$ cat src/logic/acc_regs.svh
// register offsets, field positions, reset values and timing counts of the
// converter control block; assumes a 12-bit APB byte address
//
// Behaviour
// - conversion clock divides base clock by 4,3,2,1 or, with third bit set, 8,6.
// - DMA result mode stores every result in the first result register.
// - program reads of results are undefined while DMA collects results.
// - software writes to result registers leave no defined content.
// - start on flag write under software trigger, else trigger falling edge.
// - completion raises interrupt; one-shot software trigger clears start flag.
// - clearing reference connect cuts ladder reference supply.
`ifndef ACC_REGS_SVH
`define ACC_REGS_SVH

// ----------------------------------------------------------------------------
// offsets
// ----------------------------------------------------------------------------
`define ACC_OFF_CTRL0   12'h000
`define ACC_OFF_CTRL1   12'h004
`define ACC_OFF_CTRL2   12'h008
`define ACC_OFF_CTRL3   12'h00C
`define ACC_OFF_CTRL4   12'h010
`define ACC_OFF_RES0    12'h020
`define ACC_OFF_RES7    12'h03C

// ----------------------------------------------------------------------------
// field positions
// ----------------------------------------------------------------------------
`define ACC_C0_CHAN_LSB   0
`define ACC_C0_MODE_LO    3
`define ACC_C0_MODE_HI    4
`define ACC_C0_TRG_KIND   5
`define ACC_C0_START      6
`define ACC_C0_DIV_A      7
`define ACC_C1_SCAN_LO    0
`define ACC_C1_SCAN_HI    1
`define ACC_C1_SWEEP1     2
`define ACC_C1_RES10      3
`define ACC_C1_DIV_B      4
`define ACC_C1_REF_CONN   5
`define ACC_C1_EXT_LO     6
`define ACC_C1_EXT_HI     7
`define ACC_C2_SAMPHOLD   0
`define ACC_C2_GRP_LO     1
`define ACC_C2_GRP_HI     2
`define ACC_C2_TRG_SRC    5
`define ACC_C3_MPSWEEP    0
`define ACC_C3_DMA_MODE   1
`define ACC_C3_DIV_C      2
`define ACC_C4_MPGRP_LO   2
`define ACC_C4_MPGRP_HI   3

// ----------------------------------------------------------------------------
// reset values
// ----------------------------------------------------------------------------
`define ACC_CTRL_RST    8'h00
`define ACC_RES_RST     10'h000

// ----------------------------------------------------------------------------
// conversion lengths in conversion clock cycles
// ----------------------------------------------------------------------------
`define ACC_CONV_8      7'd49
`define ACC_CONV_10     7'd59
`define ACC_CONV_SH_8   7'd28
`define ACC_CONV_SH_10  7'd33

`endif

$ cat src/logic/acc_pkg.sv
// types shared by the converter control block
// assumes the register header supplies all numbers
package acc_pkg;
	typedef enum logic [1:0] {
		ACC_ST_IDLE,
		ACC_ST_ARMED,
		ACC_ST_CONV
	} acc_state_t;

	typedef enum logic [1:0] {
		ACC_MD_ONESHOT,
		ACC_MD_REPEAT,
		ACC_MD_SWEEP,
		ACC_MD_RSWEEP
	} acc_mode_t;
endpackage

$ cat src/logic/acc_div_if.sv
// carrier between control logic and conversion clock divider
// assumes both ends share clk_sys_i
`timescale 1ns/100ps
interface acc_div_if;
	logic [2:0] sel;
	logic       run;
	logic       tick;

	modport ctl (output sel, output run, input tick);
	modport div (input sel, input run, output tick);
endinterface

$ cat src/logic/acc_clkdiv.sv
// conversion clock divider: one tick per conversion clock period
// assumes the base converter clock is clk_sys_i
`timescale 1ns/100ps
module acc_clkdiv (
	input  wire logic clk_sys_i,
	input  wire logic reset_i,
	acc_div_if.div    div_if
);
	import acc_pkg::*;

	logic [2:0] cnt;

	// ------------------------------------------------------------------------
	// divisor decode
	// ------------------------------------------------------------------------
	// sel = {c, b, a}; with c set the a bit is ignored
	function automatic logic [2:0] divisor_of(input logic [2:0] sel);
		logic [3:0] d;
		d = 4'd4;
		case (sel)
			3'b000: d = 4'd4;
			3'b010: d = 4'd3;
			3'b001: d = 4'd2;
			3'b011: d = 4'd1;
			3'b100, 3'b101: d = 4'd8;
			default: d = 4'd6;
		endcase
		return 3'(d - 4'd1);
	endfunction

	// ------------------------------------------------------------------------
	// counter, restarted whenever no conversion runs
	// ------------------------------------------------------------------------
	always_ff @(posedge clk_sys_i) begin
		if (reset_i || !div_if.run) begin
			cnt         <= 3'h0;
			div_if.tick <= 1'b0;
		end else if (cnt >= divisor_of(div_if.sel)) begin
			cnt         <= 3'h0;
			div_if.tick <= 1'b1;
		end else begin
			cnt         <= cnt + 3'h1;
			div_if.tick <= 1'b0;
		end
	end
endmodule

$ cat src/logic/acc_top.sv
// converter control and configuration logic with APB register access
// assumes synchronous inputs on clk_sys_i and an analog core sampled at end
//
// Chosen here: the register addresses and the APB slave port.
`timescale 1ns/100ps
`include "acc_regs.svh"
module acc_top (
	input  wire logic        clk_sys_i,
	input  wire logic        reset_i,
	input  wire logic        psel_i,
	input  wire logic        penable_i,
	input  wire logic        pwrite_i,
	input  wire logic [11:0] paddr_i,
	input  wire logic [31:0] pwdata_i,
	input  wire logic [3:0]  pstrb_i,
	output logic      [31:0] prdata_o,
	output logic             pready_o,
	output logic             pslverr_o,
	input  wire logic        external_trigger_pin_i,
	input  wire logic        hw_trigger_i,
	input  wire logic [9:0]  adc_sample_i,
	output logic             conv_busy_o,
	output logic [2:0]       conv_channel_o,
	output logic             reference_connect_o,
	output logic             conv_done_irq_o,
	output logic             dma_req_o
);
	import acc_pkg::*;

	acc_div_if div_if ();

	acc_clkdiv u_div (
		.clk_sys_i (clk_sys_i),
		.reset_i   (reset_i),
		.div_if    (div_if)
	);

	logic [7:0]  ctrl0;
	logic [7:0]  ctrl1;
	logic [7:0]  ctrl2;
	logic [7:0]  ctrl3;
	logic [7:0]  ctrl4;
	logic [9:0]  res_q [0:7];
	acc_state_t  state;
	logic [6:0]  tick_cnt;
	logic        trig_prev;
	logic        wr_en;
	logic        trig_evt;
	logic        conv_done;
	logic        last_pin;
	logic        clear_start;
	logic [6:0]  conv_len;
	logic [2:0]  next_channel;
	acc_mode_t   mode;

	// ------------------------------------------------------------------------
	// decode helpers
	// ------------------------------------------------------------------------
	// highest pin index of a sweep from the pin count field
	function automatic logic [2:0] sweep_last(input logic [1:0] cnt);
		return {cnt, 1'b1};
	endfunction

	// ------------------------------------------------------------------------
	// apb slave, zero wait states
	// ------------------------------------------------------------------------
	// write lands in the access cycle, when pready is high
	assign wr_en = psel_i && penable_i && pwrite_i && pready_o && pstrb_i[0];

	// answer prepared during the setup cycle
	always_ff @(posedge clk_sys_i) begin
		if (reset_i) begin
			pready_o  <= 1'b0;
			pslverr_o <= 1'b0;
			prdata_o  <= 32'h0;
		end else begin
			pready_o  <= psel_i && !penable_i;
			pslverr_o <= 1'b0;
			prdata_o  <= 32'h0;
			if (psel_i && !penable_i) begin
				if (paddr_i == `ACC_OFF_CTRL0) begin
					prdata_o <= {24'h0, ctrl0};
				end else if (paddr_i == `ACC_OFF_CTRL1) begin
					prdata_o <= {24'h0, ctrl1};
				end else if (paddr_i == `ACC_OFF_CTRL2) begin
					prdata_o <= {24'h0, ctrl2};
				end else if (paddr_i == `ACC_OFF_CTRL3) begin
					prdata_o <= {24'h0, ctrl3}; // plain storage, stable also while converting
				end else if (paddr_i == `ACC_OFF_CTRL4) begin
					prdata_o <= {24'h0, ctrl4};
				end else if (paddr_i >= `ACC_OFF_RES0 && paddr_i <= `ACC_OFF_RES7
						&& paddr_i[1:0] == 2'b00) begin
					// under dma collection the value is not guaranteed
					prdata_o <= {22'h0, res_q[paddr_i[4:2]]};
				end else begin
					pslverr_o <= 1'b1;
				end
			end
		end
	end

	// ------------------------------------------------------------------------
	// control registers
	// ------------------------------------------------------------------------
	// start flag: hardware clear, but a software write in the same cycle wins
	always_ff @(posedge clk_sys_i) begin
		if (reset_i) begin
			ctrl0 <= `ACC_CTRL_RST;
		end else if (wr_en && paddr_i == `ACC_OFF_CTRL0) begin
			ctrl0 <= pwdata_i[7:0];
		end else if (clear_start) begin
			ctrl0[`ACC_C0_START] <= 1'b0;
		end
	end

	// remaining control registers, plain storage
	always_ff @(posedge clk_sys_i) begin
		if (reset_i) begin
			ctrl1 <= `ACC_CTRL_RST;
			ctrl2 <= `ACC_CTRL_RST;
			ctrl3 <= `ACC_CTRL_RST;
			ctrl4 <= `ACC_CTRL_RST;
		end else if (wr_en) begin
			if (paddr_i == `ACC_OFF_CTRL1) begin
				ctrl1 <= pwdata_i[7:0];
			end else if (paddr_i == `ACC_OFF_CTRL2) begin
				ctrl2 <= pwdata_i[7:0];
			end else if (paddr_i == `ACC_OFF_CTRL3) begin
				ctrl3 <= pwdata_i[7:0];
			end else if (paddr_i == `ACC_OFF_CTRL4) begin
				ctrl4 <= pwdata_i[7:0];
			end
		end
	end

	// reference supply to the ladder follows its connect bit
	assign reference_connect_o = ctrl1[`ACC_C1_REF_CONN];

	// divider select bits gathered from three registers
	assign div_if.sel = {ctrl3[`ACC_C3_DIV_C], ctrl1[`ACC_C1_DIV_B], ctrl0[`ACC_C0_DIV_A]};
	assign div_if.run = (state == ACC_ST_CONV);

	// ------------------------------------------------------------------------
	// sequencing decode
	// ------------------------------------------------------------------------
	always_comb begin
		mode     = acc_mode_t'({ctrl0[`ACC_C0_MODE_HI], ctrl0[`ACC_C0_MODE_LO]});
		// trigger source 0 is the pin falling edge, 1 the timer request
		trig_evt = ctrl2[`ACC_C2_TRG_SRC] ? hw_trigger_i
			: (trig_prev && !external_trigger_pin_i);
		case ({ctrl2[`ACC_C2_SAMPHOLD], ctrl1[`ACC_C1_RES10]})
			2'b00:   conv_len = `ACC_CONV_8;
			2'b01:   conv_len = `ACC_CONV_10;
			2'b10:   conv_len = `ACC_CONV_SH_8;
			default: conv_len = `ACC_CONV_SH_10;
		endcase
		conv_done = (state == ACC_ST_CONV) && div_if.tick
			&& (tick_cnt == conv_len - 7'd1);
		last_pin  = (conv_channel_o == sweep_last(
			{ctrl1[`ACC_C1_SCAN_HI], ctrl1[`ACC_C1_SCAN_LO]}));
		// single passes under software trigger end by clearing the flag
		clear_start = conv_done && !ctrl0[`ACC_C0_TRG_KIND]
			&& (mode == ACC_MD_ONESHOT || (mode == ACC_MD_SWEEP && last_pin));
		if (mode == ACC_MD_ONESHOT || mode == ACC_MD_REPEAT || last_pin) begin
			next_channel = (mode == ACC_MD_ONESHOT || mode == ACC_MD_REPEAT)
				? ctrl0[2:0] : 3'h0;
		end else begin
			next_channel = conv_channel_o + 3'h1;
		end
	end

	// falling edge detector of the trigger pin
	always_ff @(posedge clk_sys_i) begin
		if (reset_i) begin
			trig_prev <= 1'b1;
		end else begin
			trig_prev <= external_trigger_pin_i;
		end
	end

	// ------------------------------------------------------------------------
	// conversion state machine
	// ------------------------------------------------------------------------
	always_ff @(posedge clk_sys_i) begin
		if (reset_i) begin
			state          <= ACC_ST_IDLE;
			tick_cnt       <= 7'h0;
			conv_busy_o    <= 1'b0;
			conv_channel_o <= 3'h0;
		end else if (!ctrl0[`ACC_C0_START]) begin
			// clearing the flag stops any conversion
			state       <= ACC_ST_IDLE;
			tick_cnt    <= 7'h0;
			conv_busy_o <= 1'b0;
		end else begin
			case (state)
				ACC_ST_IDLE: begin
					conv_channel_o <= (mode == ACC_MD_ONESHOT || mode == ACC_MD_REPEAT)
						? ctrl0[2:0] : 3'h0;
					tick_cnt <= 7'h0;
					if (ctrl0[`ACC_C0_TRG_KIND]) begin
						state <= ACC_ST_ARMED; // flag then awaits trigger
					end else begin
						state       <= ACC_ST_CONV; // software start
						conv_busy_o <= 1'b1;
					end
				end
				ACC_ST_ARMED: begin
					if (trig_evt) begin
						state       <= ACC_ST_CONV;
						conv_busy_o <= 1'b1;
						tick_cnt    <= 7'h0;
					end
				end
				default: begin
					if (ctrl0[`ACC_C0_TRG_KIND] && trig_evt) begin
						// retrigger restarts from the first pin
						tick_cnt       <= 7'h0;
						conv_channel_o <= (mode == ACC_MD_ONESHOT || mode == ACC_MD_REPEAT)
							? ctrl0[2:0] : 3'h0;
					end else if (conv_done) begin
						tick_cnt       <= 7'h0;
						conv_channel_o <= next_channel;
						if (mode == ACC_MD_ONESHOT || (mode == ACC_MD_SWEEP && last_pin)) begin
							state       <= ctrl0[`ACC_C0_TRG_KIND] ? ACC_ST_ARMED : ACC_ST_IDLE;
							conv_busy_o <= 1'b0;
						end
					end else if (div_if.tick) begin
						tick_cnt <= tick_cnt + 7'h1;
					end
				end
			endcase
		end
	end

	// ------------------------------------------------------------------------
	// results and completion events
	// ------------------------------------------------------------------------
	// software writes to results are dropped, content stays converter-owned
	always_ff @(posedge clk_sys_i) begin
		if (reset_i) begin
			for (int i = 0; i < 8; i++) begin
				res_q[i] <= `ACC_RES_RST;
			end
		end else if (conv_done) begin // no write path
			// dma mode funnels every result into the first slot
			res_q[ctrl3[`ACC_C3_DMA_MODE] ? 3'h0 : conv_channel_o] <=
				ctrl1[`ACC_C1_RES10] ? adc_sample_i
				: {2'b00, adc_sample_i[9:2]};
		end
	end

	// one-cycle completion pulses
	always_ff @(posedge clk_sys_i) begin
		if (reset_i) begin
			conv_done_irq_o <= 1'b0;
			dma_req_o       <= 1'b0;
		end else begin
			conv_done_irq_o <= conv_done;
			dma_req_o       <= conv_done && ctrl3[`ACC_C3_DMA_MODE];
		end
	end
endmodule

$ cat config.mk
export PLATFORM = sky130hd
export DESIGN_NAME = acc_top
export DESIGN_NICKNAME = d
export VERILOG_FILES = /design/src/logic/acc_pkg.sv /design/src/logic/acc_div_if.sv /design/src/logic/acc_clkdiv.sv /design/src/logic/acc_top.sv
export VERILOG_INCLUDE_DIRS = /design/src /design/src/logic
export SDC_FILE = /design/constraint.sdc
export NUM_CORES = 1
export LEC_CHECK = 0
export BUFFER_PORTS_ARGS = -buffer_cell sky130_fd_sc_hd__buf_2
export CAP_MARGIN = 20
export CORE_UTILIZATION = 25
export DETAILED_ROUTE_END_ITERATION = 10
export PLACE_DENSITY = 0.5
export SETUP_SLACK_MARGIN = 0.2
export SLEW_MARGIN = 20
export SYNTH_ARGS = -nofsm -noshare
export SYNTH_HDL_FRONTEND = slang
export SYNTH_HIERARCHICAL = 1
export SYNTH_SLANG_ARGS = --single-unit
$ cat constraint.sdc
create_clock -name clk_sys_i -period 4 [get_ports clk_sys_i]
set_clock_uncertainty 0.2 [all_clocks]
set_input_delay 0.4 -clock clk_sys_i [delete_from_list [all_inputs] [get_ports clk_sys_i]]
set_output_delay 0.4 -clock clk_sys_i [all_outputs]
set_load 0.05 [all_outputs]
* Word-level counts from Yosys, hierarchy flattened *
Memory sizes are Yosys's and may differ from the RTL's.
Index checks and enable logic that the tools add are counted.

operators by class
  add/sub/neg operators = 5
  magnitude comparators = 3
  equality and inequality tests = 20
  mux-type cells = 47
  bitwise logic cells = 7
  reduce and logical (&&, ||, !) cells = 50

operators with widths
  operator               count
  $mux W8                6
  $mux W7                4
  $eq A12 B4 Y1 const B  2
  $mux W3                7
  $mux W10               2
  $pmux W6 S3            1
  $mux W1                17
  $logic_and A1 B1 Y1    16
  $pmux W3 S5            1
  $pmux W7 S2            1
  $eq A12 B3 Y1 const B  1
  $eq A12 B5 Y1 const B  1
  $ge A12 B6 Y1 const B  1
  $le A12 B6 Y1 const B  1
  $logic_not A12 Y1      1
  $mux W2                5
  $reduce_and A5 Y1      2
  $reduce_or A10 Y1      1
  $reduce_bool A3 Y1     3
  $logic_not A2 Y1       4
  $reduce_and A4 Y1      2
  $reduce_or A2 Y1       4
  $reduce_or A8 Y1       1
  $add A7 B1 Y7 const B  1
  25 further kinds       47

word-level totals
  bits in registers = 94
  RAM bits = 80
  bits of input ports = 65
  output and inout port bits = 41
  word-level logic and storage cells = 153
  memories kept = 1

memories
  memory  depth  width  rd ports  clocked after memory_dff  write ports  RTL line       RTL
  res_q   8      10     1         0                         8            acc_top.sv:43  logic [9:0] res_q [0:7];

* Depth between registers and ports, before layout *
Gate-level depths: netlist (run 1).

  depth in word-level cells = 10
  gate-level depth with buffers = 11
  mapped depth without buffers = 7

* Modules after synthesis *
The synthesis (run 1) kept the hierarchy.

modules (own cells, without submodules)
  module      instances  cells each  area an instance (um^2)  sequential area each (um^2)
  acc_top     1          676         7483.4                   3763.6
  acc_clkdiv  1          23          234.0                    80.1

* Least setup slack after synthesis (run 1) *
Ideal clock, no wire load.

  kind = flip-flop to flip-flop
  start point = register ctrl1[3]
  end point = memory res_q[2][0], enable pin
  setup time = 391 ps
  data arrival time = 3216 ps
  data required time = 3409 ps
  path slack = 194 ps
  stages on the path, launching flop included = 12
  buffers on the path = 4
  period minus slack after synthesis = 3806 ps
  cells stage by stage = dfxtp_1 clkbuf_1 clkbuf_1 inv_1 ha_1 xnor2_1 or2_1 nor4_4 nand4_2 buf_4 buf_6 o21ai_0

RTL lines
  item                    RTL line        RTL
  start, declared         acc_top.sv:39   logic [7:0] ctrl1;
  start signal, assigned  acc_top.sv:119  ctrl1 <= `ACC_CTRL_RST;
  start signal, assigned  acc_top.sv:125  ctrl1 <= pwdata_i[7:0];
  end, declared           acc_top.sv:43

==> run_summary.xml, run 1 <==
<?xml version="1.0" encoding="UTF-8"?>
<metrics>
  <group name="grt">
    <metric name="antenna_found_initial" unit="">1</metric>
    <metric name="pin_count_of_the_biggest_net_entering_global_routing" unit="">50</metric>
    <metric name="globalRouteTotalUtil" unit="">0.131</metric>
    <metric name="first_global_vias" unit="">5338</metric>
    <metric name="gr-total-overflow" unit="">0</metric>
    <metric name="grt_first_pass_wirelength" unit="mm">31.3</metric>
  </group>
  <group name="timing">
    <metric name="finalSetupTns" unit="ps">0</metric>
    <metric name="relSlewSlack" unit="">0.374</metric>
    <metric name="final-setup-viol-count" unit="">0</metric>
    <metric name="final.min_clock_period" unit="ps">3220</metric>
    <metric name="worstMarginPinSlew" unit="ps">913</metric>
    <metric name="final-hold-violation-count" unit="">0</metric>
    <metric name="timing.final.crit_share" unit="">0.805</metric>
    <metric name="rsz_0062_raised_after_global_routing" unit="">false</metric>
    <metric name="setup_slack" unit="ps">779</metric>
    <metric name="report.final.slew_viol_count" unit="">0</metric>
    <metric name="max_freq" unit="MHz">310</metric>
  </group>
  <group name="critical_path">
    <metric name="crit_path_start" unit="">ctrl1[3]</metric>
    <metric name="setup.worst_path.start_class" unit="">flip-flop</metric>
    <metric name="regToRegSetupSlack" unit="ps">780</metric>
    <metric name="timing_worst_setup_path_type" unit="">reg2reg</metric>
    <metric name="worst-path-max-fanout" unit="">49</metric>
    <metric name="r2r_end" unit="">res_q[5][3]</metric>
    <metric name="cp-end-kind" unit="">flip-flop</metric>
    <metric name="critPathRequiredTime" unit="ps">3930</metric>
    <metric name="r2r-start" unit="">ctrl1[3]</metric>
    <metric name="worst_ep_arrival_time" unit="ps">3160</metric>
    <metric name="r2r_cells" unit="">9</metric>
  </group>
  <group name="drt">
    <metric name="viasPerCell" unit="">4.78</metric>
    <metric name="drtIter0Drc" unit="">402</metric>
    <metric name="dr_total_vias" unit="">5483</metric>
    <metric name="route.detailed.wl_per_inst" unit="µm">17.5</metric>
    <metric name="antenna_violating_nets_post_route" unit="">0</metric>
    <metric name="drcViolationCount" unit="">0</metric>
    <metric name="drtPass1Iterations" unit="">5</metric>
    <metric name="drt-total-wl" unit="mm">20.0</metric>
  </group>
  <group name="pwr">
    <metric name="power.share.sequential" unit="">0.482</metric>
    <metric name="power.static_leakage" unit="nW">3.21</metric>
    <metric name="power_report.internal_total" unit="W">0.00263</metric>
    <metric name="power-per-cell-area" unit="mW/mm²">394</metric>
    <metric name="power.switching_fraction" unit="">0.251</metric>
    <metric name="clockPowerShare" unit="">0.449</metric>
    <metric name="netSwitchingPower" unit="W">0.000881</metric>
    <metric name="max-vdd-ir-drop" unit="mV">0.318</metric>
    <metric name="comb_power_share" unit="">0.069</metric>
  </group>
  <group name="worst_hold_path">
    <metric name="worstHoldPathType" unit="">in2reg</metric>
    <metric name="min_delay_path_depth" unit="">3</metric>
    <metric name="hold_path_end" unit="">prdata_o[9]</metric>
    <metric name="hold_path.startpoint" unit="">paddr_i[5]</metric>
  </group>
  <group name="floorplan">
    <metric name="die_height" unit="µm">178</metric>
    <metric name="floorplan.die_area" unit="mm²">0.0316</metric>
    <metric name="die_x" unit="µm">178</metric>
    <metric name="initial_core_util" unit="">0.257</metric>
    <metric name="io_pins" unit="">106</metric>
    <metric name="placeableCoreArea" unit="mm²">0.0300</metric>
    <metric name="floorplan.rows" unit="">63</metric>
  </group>
  <group name="layout">
    <metric name="post_route_cells_drive_above_1_share" unit="">0.223</metric>
    <metric name="layout.nets" unit="">817</metric>
    <metric name="area_growth_syn_to_layout" unit="%">15.4</metric>
  </group>
  <group name="outcome">
    <metric name="run_status" unit="">completed</metric>
  </group>
  <group name="clocking">
    <metric name="clock_tree_from_tritoncts" unit="">done</metric>
    <metric name="cts.path.max_buffers" unit="">2</metric>
    <metric name="cts.root.buffer_cell" unit="">sky130_fd_sc_hd__clkbuf_16</metric>
    <metric name="insertion_delay" unit="ps">430</metric>
    <metric name="clock_sinks" unit="">152</metric>
    <metric name="clk_pin_slew_worst_paths" unit="ps">70</metric>
    <metric name="cts-buffers-inserted" unit="">17</metric>
    <metric name="cts_post_setup_buffers_inserted" unit="">0</metric>
    <metric name="ctsHtreeMaxLevel" unit="">4</metric>
  </group>
  <group name="synthesis">
    <metric name="leading_area_contributor_after_synthesis" unit="">sky130_fd_sc_hd__edfxtp_1</metric>
    <metric name="synth_edf_count" unit="">80</metric>
    <metric name="yosysWarningCount" unit="">6</metric>
    <metric name="syn_area_per_cell" unit="µm²">11.0</metric>
    <metric name="synth_most_common_cell" unit="">sky130_fd_sc_hd__edfxtp_1</metric>
    <metric name="ys_seq_area_frac" unit="">0.498</metric>
    <metric name="post_synthesis_cell_area" unit="mm²">0.00772</metric>
    <metric name="synth_seq_cells" unit="">152</metric>
    <metric name="postSynth.topFlopCell" unit="">sky130_fd_sc_hd__edfxtp_1</metric>
    <metric name="synth_commonest_cells" unit="">sky130_fd_sc_hd__edfxtp_1, sky130_fd_sc_hd__dfxtp_1, sky130_fd_sc_hd__nor2_1</metric>
    <metric name="asyncSetResetFlopFracSynth" unit="">0</metric>
    <metric name="syn-instance-count" unit="">699</metric>
    <metric name="post-synth-top-area-fraction" unit="">0.311</metric>
    <metric name="synth_top_cells_by_area" unit="">sky130_fd_sc_hd__edfxtp_1, sky130_fd_sc_hd__dfxtp_1, sky130_fd_sc_hd__mux2i_1, sky130_fd_sc_hd__mux4_2, sky130_fd_sc_hd__nor3_1</metric>
    <metric name="post_synth_num_cell_types" unit="">71</metric>
  </group>
  <group name="placed_design">
    <metric name="dp_hpwl" unit="mm">13.9</metric>
    <metric name="port-buffer-count" unit="">56</metric>
    <metric name="dp_slack" unit="ps">783</metric>
    <metric name="gp_congestion" unit="">0.786</metric>
  </group>
  <group name="job">
    <metric name="maxCapViolations" unit="">0</metric>
  </group>
</metrics>
flip-flops by register name (all words and copies together), names as in the netlist, 2 cells and up:
register,flops
conv_channel_o,3
ctrl0,8
ctrl1,8
ctrl2,8
ctrl3,8
ctrl4,8
prdata_o,10
res_q,80
state,2
tick_cnt,7
u_div/cnt,3
worst max-delay path, stage by stage (launching register included):
cell and delay, ps:
sky130_fd_sc_hd__dfxtp_1 390, sky130_fd_sc_hd__inv_1 80, sky130_fd_sc_hd__ha_1 320, sky130_fd_sc_hd__nor3b_1 260, sky130_fd_sc_hd__nor2_1 150, sky130_fd_sc_hd__nor4_4 350
sky130_fd_sc_hd__nand4_4 160, sky130_fd_sc_hd__buf_4 350, sky130_fd_sc_hd__o21ai_0 380, sky130_fd_sc_hd__buf_4 260
logic make-up after synthesis:
logic type                 Yosys count  share of synthesized area
buffers and inverters               88                     0.0593
AOI/OAI and AO/OA                   84                     0.0738
other                                1                   0.000486
adders and majority gates           10                     0.0162
muxes                               89                      0.150
and+or+nand+nor                    268                      0.195
DFF                                152                      0.498
xor gates and xnor gates             7                    0.00794
final cells by class:
cell class	count	area, µm²
tap	390	488
inverter	16	60.1
clock buffer	17	425
multi-input combinational	480	3500
clock inverter	15	143
timing repair buffer	75	438
antenna	1	2.50
fill	3063	21100
sequential	152	3840
stage by stage:
stage                     instance area [µm²]  hold WS, ps  power [W]  std cells  utilization
after floorplan                          7800          230    0.00190        720            -
after global placement                   8320          272    0.00197       1112        0.277
after detailed placement                 8320          277    0.00197       1112        0.277
after CTS                                8900         81.4    0.00354       1145        0.296
after global routing                     8900         98.7    0.00361       1145        0.296
final                                    8900         81.2    0.00351       1146        0.296
metal layers:
metal  GRT usage  vias to the layer above  share of wire
met3      0.0242                       26          0.047
met4      0.0413                        0          0.016
li1            -                     2641              -
met1       0.180                     2680           0.47
met2       0.206                      136           0.46
met5           0                        -              0
repair_timing:
item	4_1_cts	5_1_grt
hold buffers	1	0
gates resized for setup	0	0
endpoints found under the hold margin	1	0
cells in the final DEF, fill, tap and decap left out, types with 4 or more instances in the layout:
cell and instances:
sky130_fd_sc_hd__ha_1 10, sky130_fd_sc_hd__nand3_1 17, sky130_fd_sc_hd__inv_1 16, sky130_fd_sc_hd__nand2_1 23, sky130_fd_sc_hd__inv_6 5, sky130_fd_sc_hd__buf_4 17
sky130_fd_sc_hd__a31oi_1 4, sky130_fd_sc_hd__o21ai_0 15, sky130_fd_sc_hd__nor3_2 16, sky130_fd_sc_hd__nand2b_1 9, sky130_fd_sc_hd__buf_2 56, sky130_fd_sc_hd__nand3b_1 7
sky130_fd_sc_hd__mux2i_1 58, sky130_fd_sc_hd__and3_1 5, sky130_fd_sc_hd__dfxtp_1 72, sky130_fd_sc_hd__a21oi_1 19, sky130_fd_sc_hd__mux4_2 20, sky130_fd_sc_hd__mux2_2 11
sky130_fd_sc_hd__o221ai_1 4, sky130_fd_sc_hd__xnor2_1 5, sky130_fd_sc_hd__clkbuf_16 17, sky130_fd_sc_hd__o211ai_1 5, sky130_fd_sc_hd__edfxtp_1 80, sky130_fd_sc_hd__nor3_1 69
sky130_fd_sc_hd__conb_1 22, sky130_fd_sc_hd__nor2_1 71, sky130_fd_sc_hd__a21o_1 4, sky130_fd_sc_hd__nand4_1 7, sky130_fd_sc_hd__or4_1 4, sky130_fd_sc_hd__o22ai_1 5
sky130_fd_sc_hd__nor2b_1 6
power by group through the flow:
stage	combinational [W]	sequential (W)	clock (W)
CTS	0.000246	0.00169	0.00160
floorplan	0.000179	0.00172	0
detailed placement	0.000244	0.00173	0
finish	0.000243	0.00169	0.00158
global route	0.000261	0.00169	0.00166
global placement	0.000245	0.00172	0
worst max path at each step:
| stage | slack (ps) | cells after the start | endpoint |
|---|---|---|---|
| 2_1_floorplan | 310 | 10 | res_q[7][0] |
| 3_3_place_gp | 800 | 9 | res_q[5][9] |
| 3_5_place_dp | 780 | 9 | res_q[5][9] |
| 4_1_cts | 780 | 9 | res_q[5][4] |
| 5_1_grt | 510 | 9 | res_q[5][1] |
| 6_report | 780 | 9 | res_q[5][3] |
(Power assumes the default switching activity.)
==> run 2: changes to the inputs <==
Settings changed: PLACE_DENSITY 0.5 to 0.48.
Clock period 4 ns to 3.3 ns, I/O delays scaled along.
==> run 2 against run 1 <==
Compared with the run above:
- die area unchanged
- combinational power is 27% higher
- global-route usage is 0.64 points higher
- power grew 22%
- wire length rose by 2.8%
- first-iteration DRC count shrank 14%
- largest cell class unchanged
- via count increased by 0.93%
==> run_summary.xml, run 2 (synthesis results as in run 1) <==
<?xml version="1.0" encoding="UTF-8"?>
<metrics>
  <group name="job">
    <metric name="maxCapViolations" unit="">0</metric>
  </group>
  <group name="outcome">
    <metric name="run_status" unit="">completed</metric>
  </group>
  <group name="placed_design">
    <metric name="gp_congestion" unit="">0.793</metric>
    <metric name="placed_area" unit="mm²">0.00845</metric>
    <metric name="dp_hpwl" unit="mm">14.4</metric>
    <metric name="port-buffer-count" unit="">56</metric>
  </group>
  <group name="drt">
    <metric name="route.met2.wl" unit="mm">9.73</metric>
    <metric name="dr_total_vias" unit="">5534</metric>
    <metric name="drt-total-wl" unit="mm">20.6</metric>
    <metric name="drtPass1Iterations" unit="">6</metric>
    <metric name="detailroute.wirelength.met3" unit="µm">728</metric>
    <metric name="drcViolationCount" unit="">0</metric>
    <metric name="met1_routed_length" unit="mm">9.88</metric>
    <metric name="drtIter0Drc" unit="">345</metric>
    <metric name="top_layer_used" unit="">met4</metric>
    <metric name="antenna_violating_nets_post_route" unit="">0</metric>
    <metric name="route.detailed.wl_per_inst" unit="µm">17.7</metric>
    <metric name="viasPerCell" unit="">4.76</metric>
  </group>
  <group name="critical_path">
    <metric name="regToRegSetupSlack" unit="ps">510</metric>
    <metric name="cp-end-kind" unit="">flip-flop</metric>
    <metric name="setup.worst_path.start_class" unit="">flip-flop</metric>
    <metric name="worst_ep_arrival_time" unit="ps">2730</metric>
    <metric name="critPathRequiredTime" unit="ps">3240</metric>
    <metric name="worst-path-max-fanout" unit="">15</metric>
    <metric name="timing_worst_setup_path_type" unit="">reg2reg</metric>
  </group>
  <group name="pwr">
    <metric name="power.static_leakage" unit="nW">3.32</metric>
    <metric name="max-vdd-ir-drop" unit="mV">0.398</metric>
    <metric name="power-per-cell-area" unit="mW/mm²">470</metric>
  </group>
  <group name="grt">
    <metric name="pin_count_of_the_biggest_net_entering_global_routing" unit="">31</metric>
    <metric name="first_global_vias" unit="">5448</metric>
    <metric name="antenna_found_initial" unit="">0</metric>
    <metric name="grt_first_pass_wirelength" unit="mm">32.4</metric>
    <metric name="globalRouteTotalUtil" unit="">0.137</metric>
    <metric name="gr-total-overflow" unit="">0</metric>
  </group>
  <group name="timing">
    <metric name="relSlewSlack" unit="">0.357</metric>
    <metric name="final-hold-violation-count" unit="">0</metric>
    <metric name="final-setup-viol-count" unit="">0</metric>
    <metric name="final.min_clock_period" unit="ps">2790</metric>
    <metric name="rsz_0062_raised_after_global_routing" unit="">false</metric>
    <metric name="final.hold.worst_slack" unit="ps">22.8</metric>
    <metric name="finalSetupTns" unit="ps">0</metric>
    <metric name="max_freq" unit="MHz">358</metric>
    <metric name="timing.final.crit_share" unit="">0.846</metric>
    <metric name="worstMarginPinSlew" unit="ps">938</metric>
    <metric name="report.final.slew_viol_count" unit="">0</metric>
  </group>
  <group name="clocking">
    <metric name="cts-buffers-inserted" unit="">17</metric>
    <metric name="cts.path.max_buffers" unit="">2</metric>
    <metric name="ctsHtreeMaxLevel" unit="">4</metric>
    <metric name="insertion_delay" unit="ps">430</metric>
    <metric name="cts.root.buffer_cell" unit="">sky130_fd_sc_hd__clkbuf_16</metric>
    <metric name="clk_pin_slew_worst_paths" unit="ps">70</metric>
    <metric name="clock_sinks" unit="">152</metric>
    <metric name="clock_tree_from_tritoncts" unit="">done</metric>
  </group>
  <group name="layout">
    <metric name="layout.nets" unit="">835</metric>
    <metric name="post_route_cells_drive_above_1_share" unit="">0.250</metric>
    <metric name="antenna_cells_inserted" unit="">0</metric>
    <metric name="layout_commonest_cell" unit="">sky130_fd_sc_hd__edfxtp_1</metric>
    <metric name="post_layout_inst_area" unit="mm²">0.00913</metric>
    <metric name="layout_common_cells" unit="">sky130_fd_sc_hd__edfxtp_1, sky130_fd_sc_hd__dfxtp_1, sky130_fd_sc_hd__nor2_1</metric>
    <metric name="number_of_flip_flops_under_the_largest_register_name" unit="">80</metric>
    <metric name="biggestRegsByFlops" unit="">res_q x80, prdata_o x10</metric>
    <metric name="regMostFlops" unit="">res_q</metric>
    <metric name="area_growth_syn_to_layout" unit="%">18.3</metric>
  </group>
  <group name="floorplan">
    <metric name="floorplan.rows" unit="">63</metric>
    <metric name="initial_core_util" unit="">0.257</metric>
    <metric name="floorplan.die_area" unit="mm²">0.0316</metric>
    <metric name="io_pins" unit="">106</metric>
    <metric name="die_height" unit="µm">178</metric>
    <metric name="die_x" unit="µm">178</metric>
    <metric name="placeableCoreArea" unit="mm²">0.0300</metric>
  </group>
  <group name="worst_hold_path">
    <metric name="worstHoldPathType" unit="">in2reg</metric>
  </group>
</metrics>
[run 2: per-layer routing]
metal / GRT usage / vias to the layer above
met5: 0 / -
li1: - / 2689
met4: 0.0406 / 0
met1: 0.189 / 2709
met3: 0.0268 / 16
met2: 0.216 / 120
[run 2: layout make-up]
type                    count  area [µm²]
well taps                 390         488
multi-input cells         480        3550
flip-flops and latches    152        3840
fillers                  3094       20900
repair buffers             93         601
clock buffers              17         425
inverters                  16        60.1
clock inverters            15         156
[run 2: critical path: stages, from the launching register on]
cell                      delay (ps)
sky130_fd_sc_hd__dfxtp_1         380
sky130_fd_sc_hd__inv_1            80
sky130_fd_sc_hd__ha_1            300
sky130_fd_sc_hd__nor3b_1         270
sky130_fd_sc_hd__nor2_1          160
sky130_fd_sc_hd__nor4_4          370
sky130_fd_sc_hd__nand4_4         130
sky130_fd_sc_hd__buf_12          180
sky130_fd_sc_hd__o21ai_4         210
sky130_fd_sc_hd__buf_4           210
[run 2: final timing paths]
kind / start / end / cells past startpoint
worst min-delay path: pwdata_i[7] / ctrl3[7] / 3
worst max-delay path: ctrl1[3] / res_q[3][6] / 9
worst min register to register: u_div/cnt[0] / u_div/cnt[0] / 1
worst max register to register: ctrl1[3] / res_q[3][6] / 9
[run 2: repair_timing]
action                                 in CTS  in global routing
endpoints found under the hold margin       3                  0
setup buffers                               0                  5
hold buffers                                2                  0
setup endpoints to repair                   0                106
gates resized for setup                     0                  2
[run 2: report_power, final]
part,switching (W),internal [W]
registers,0.0000144,0.00203
logic,0.000204,0.000105
clock network,0.000918,0.00101
total,0.00114,0.00315
[run 2: stage by stage]
step / util / std cells / setup WS (ps) / power (W)
final: 0.304 / 1163 / 509 / 0.00428
after detailed placement: 0.281 / 1124 / 282 / 0.00240
after CTS: 0.301 / 1158 / 275 / 0.00433
after global routing: 0.304 / 1163 / 231 / 0.00443
after global placement: 0.281 / 1124 / 349 / 0.00239
after floorplan: - / 720 / 203 / 0.00231
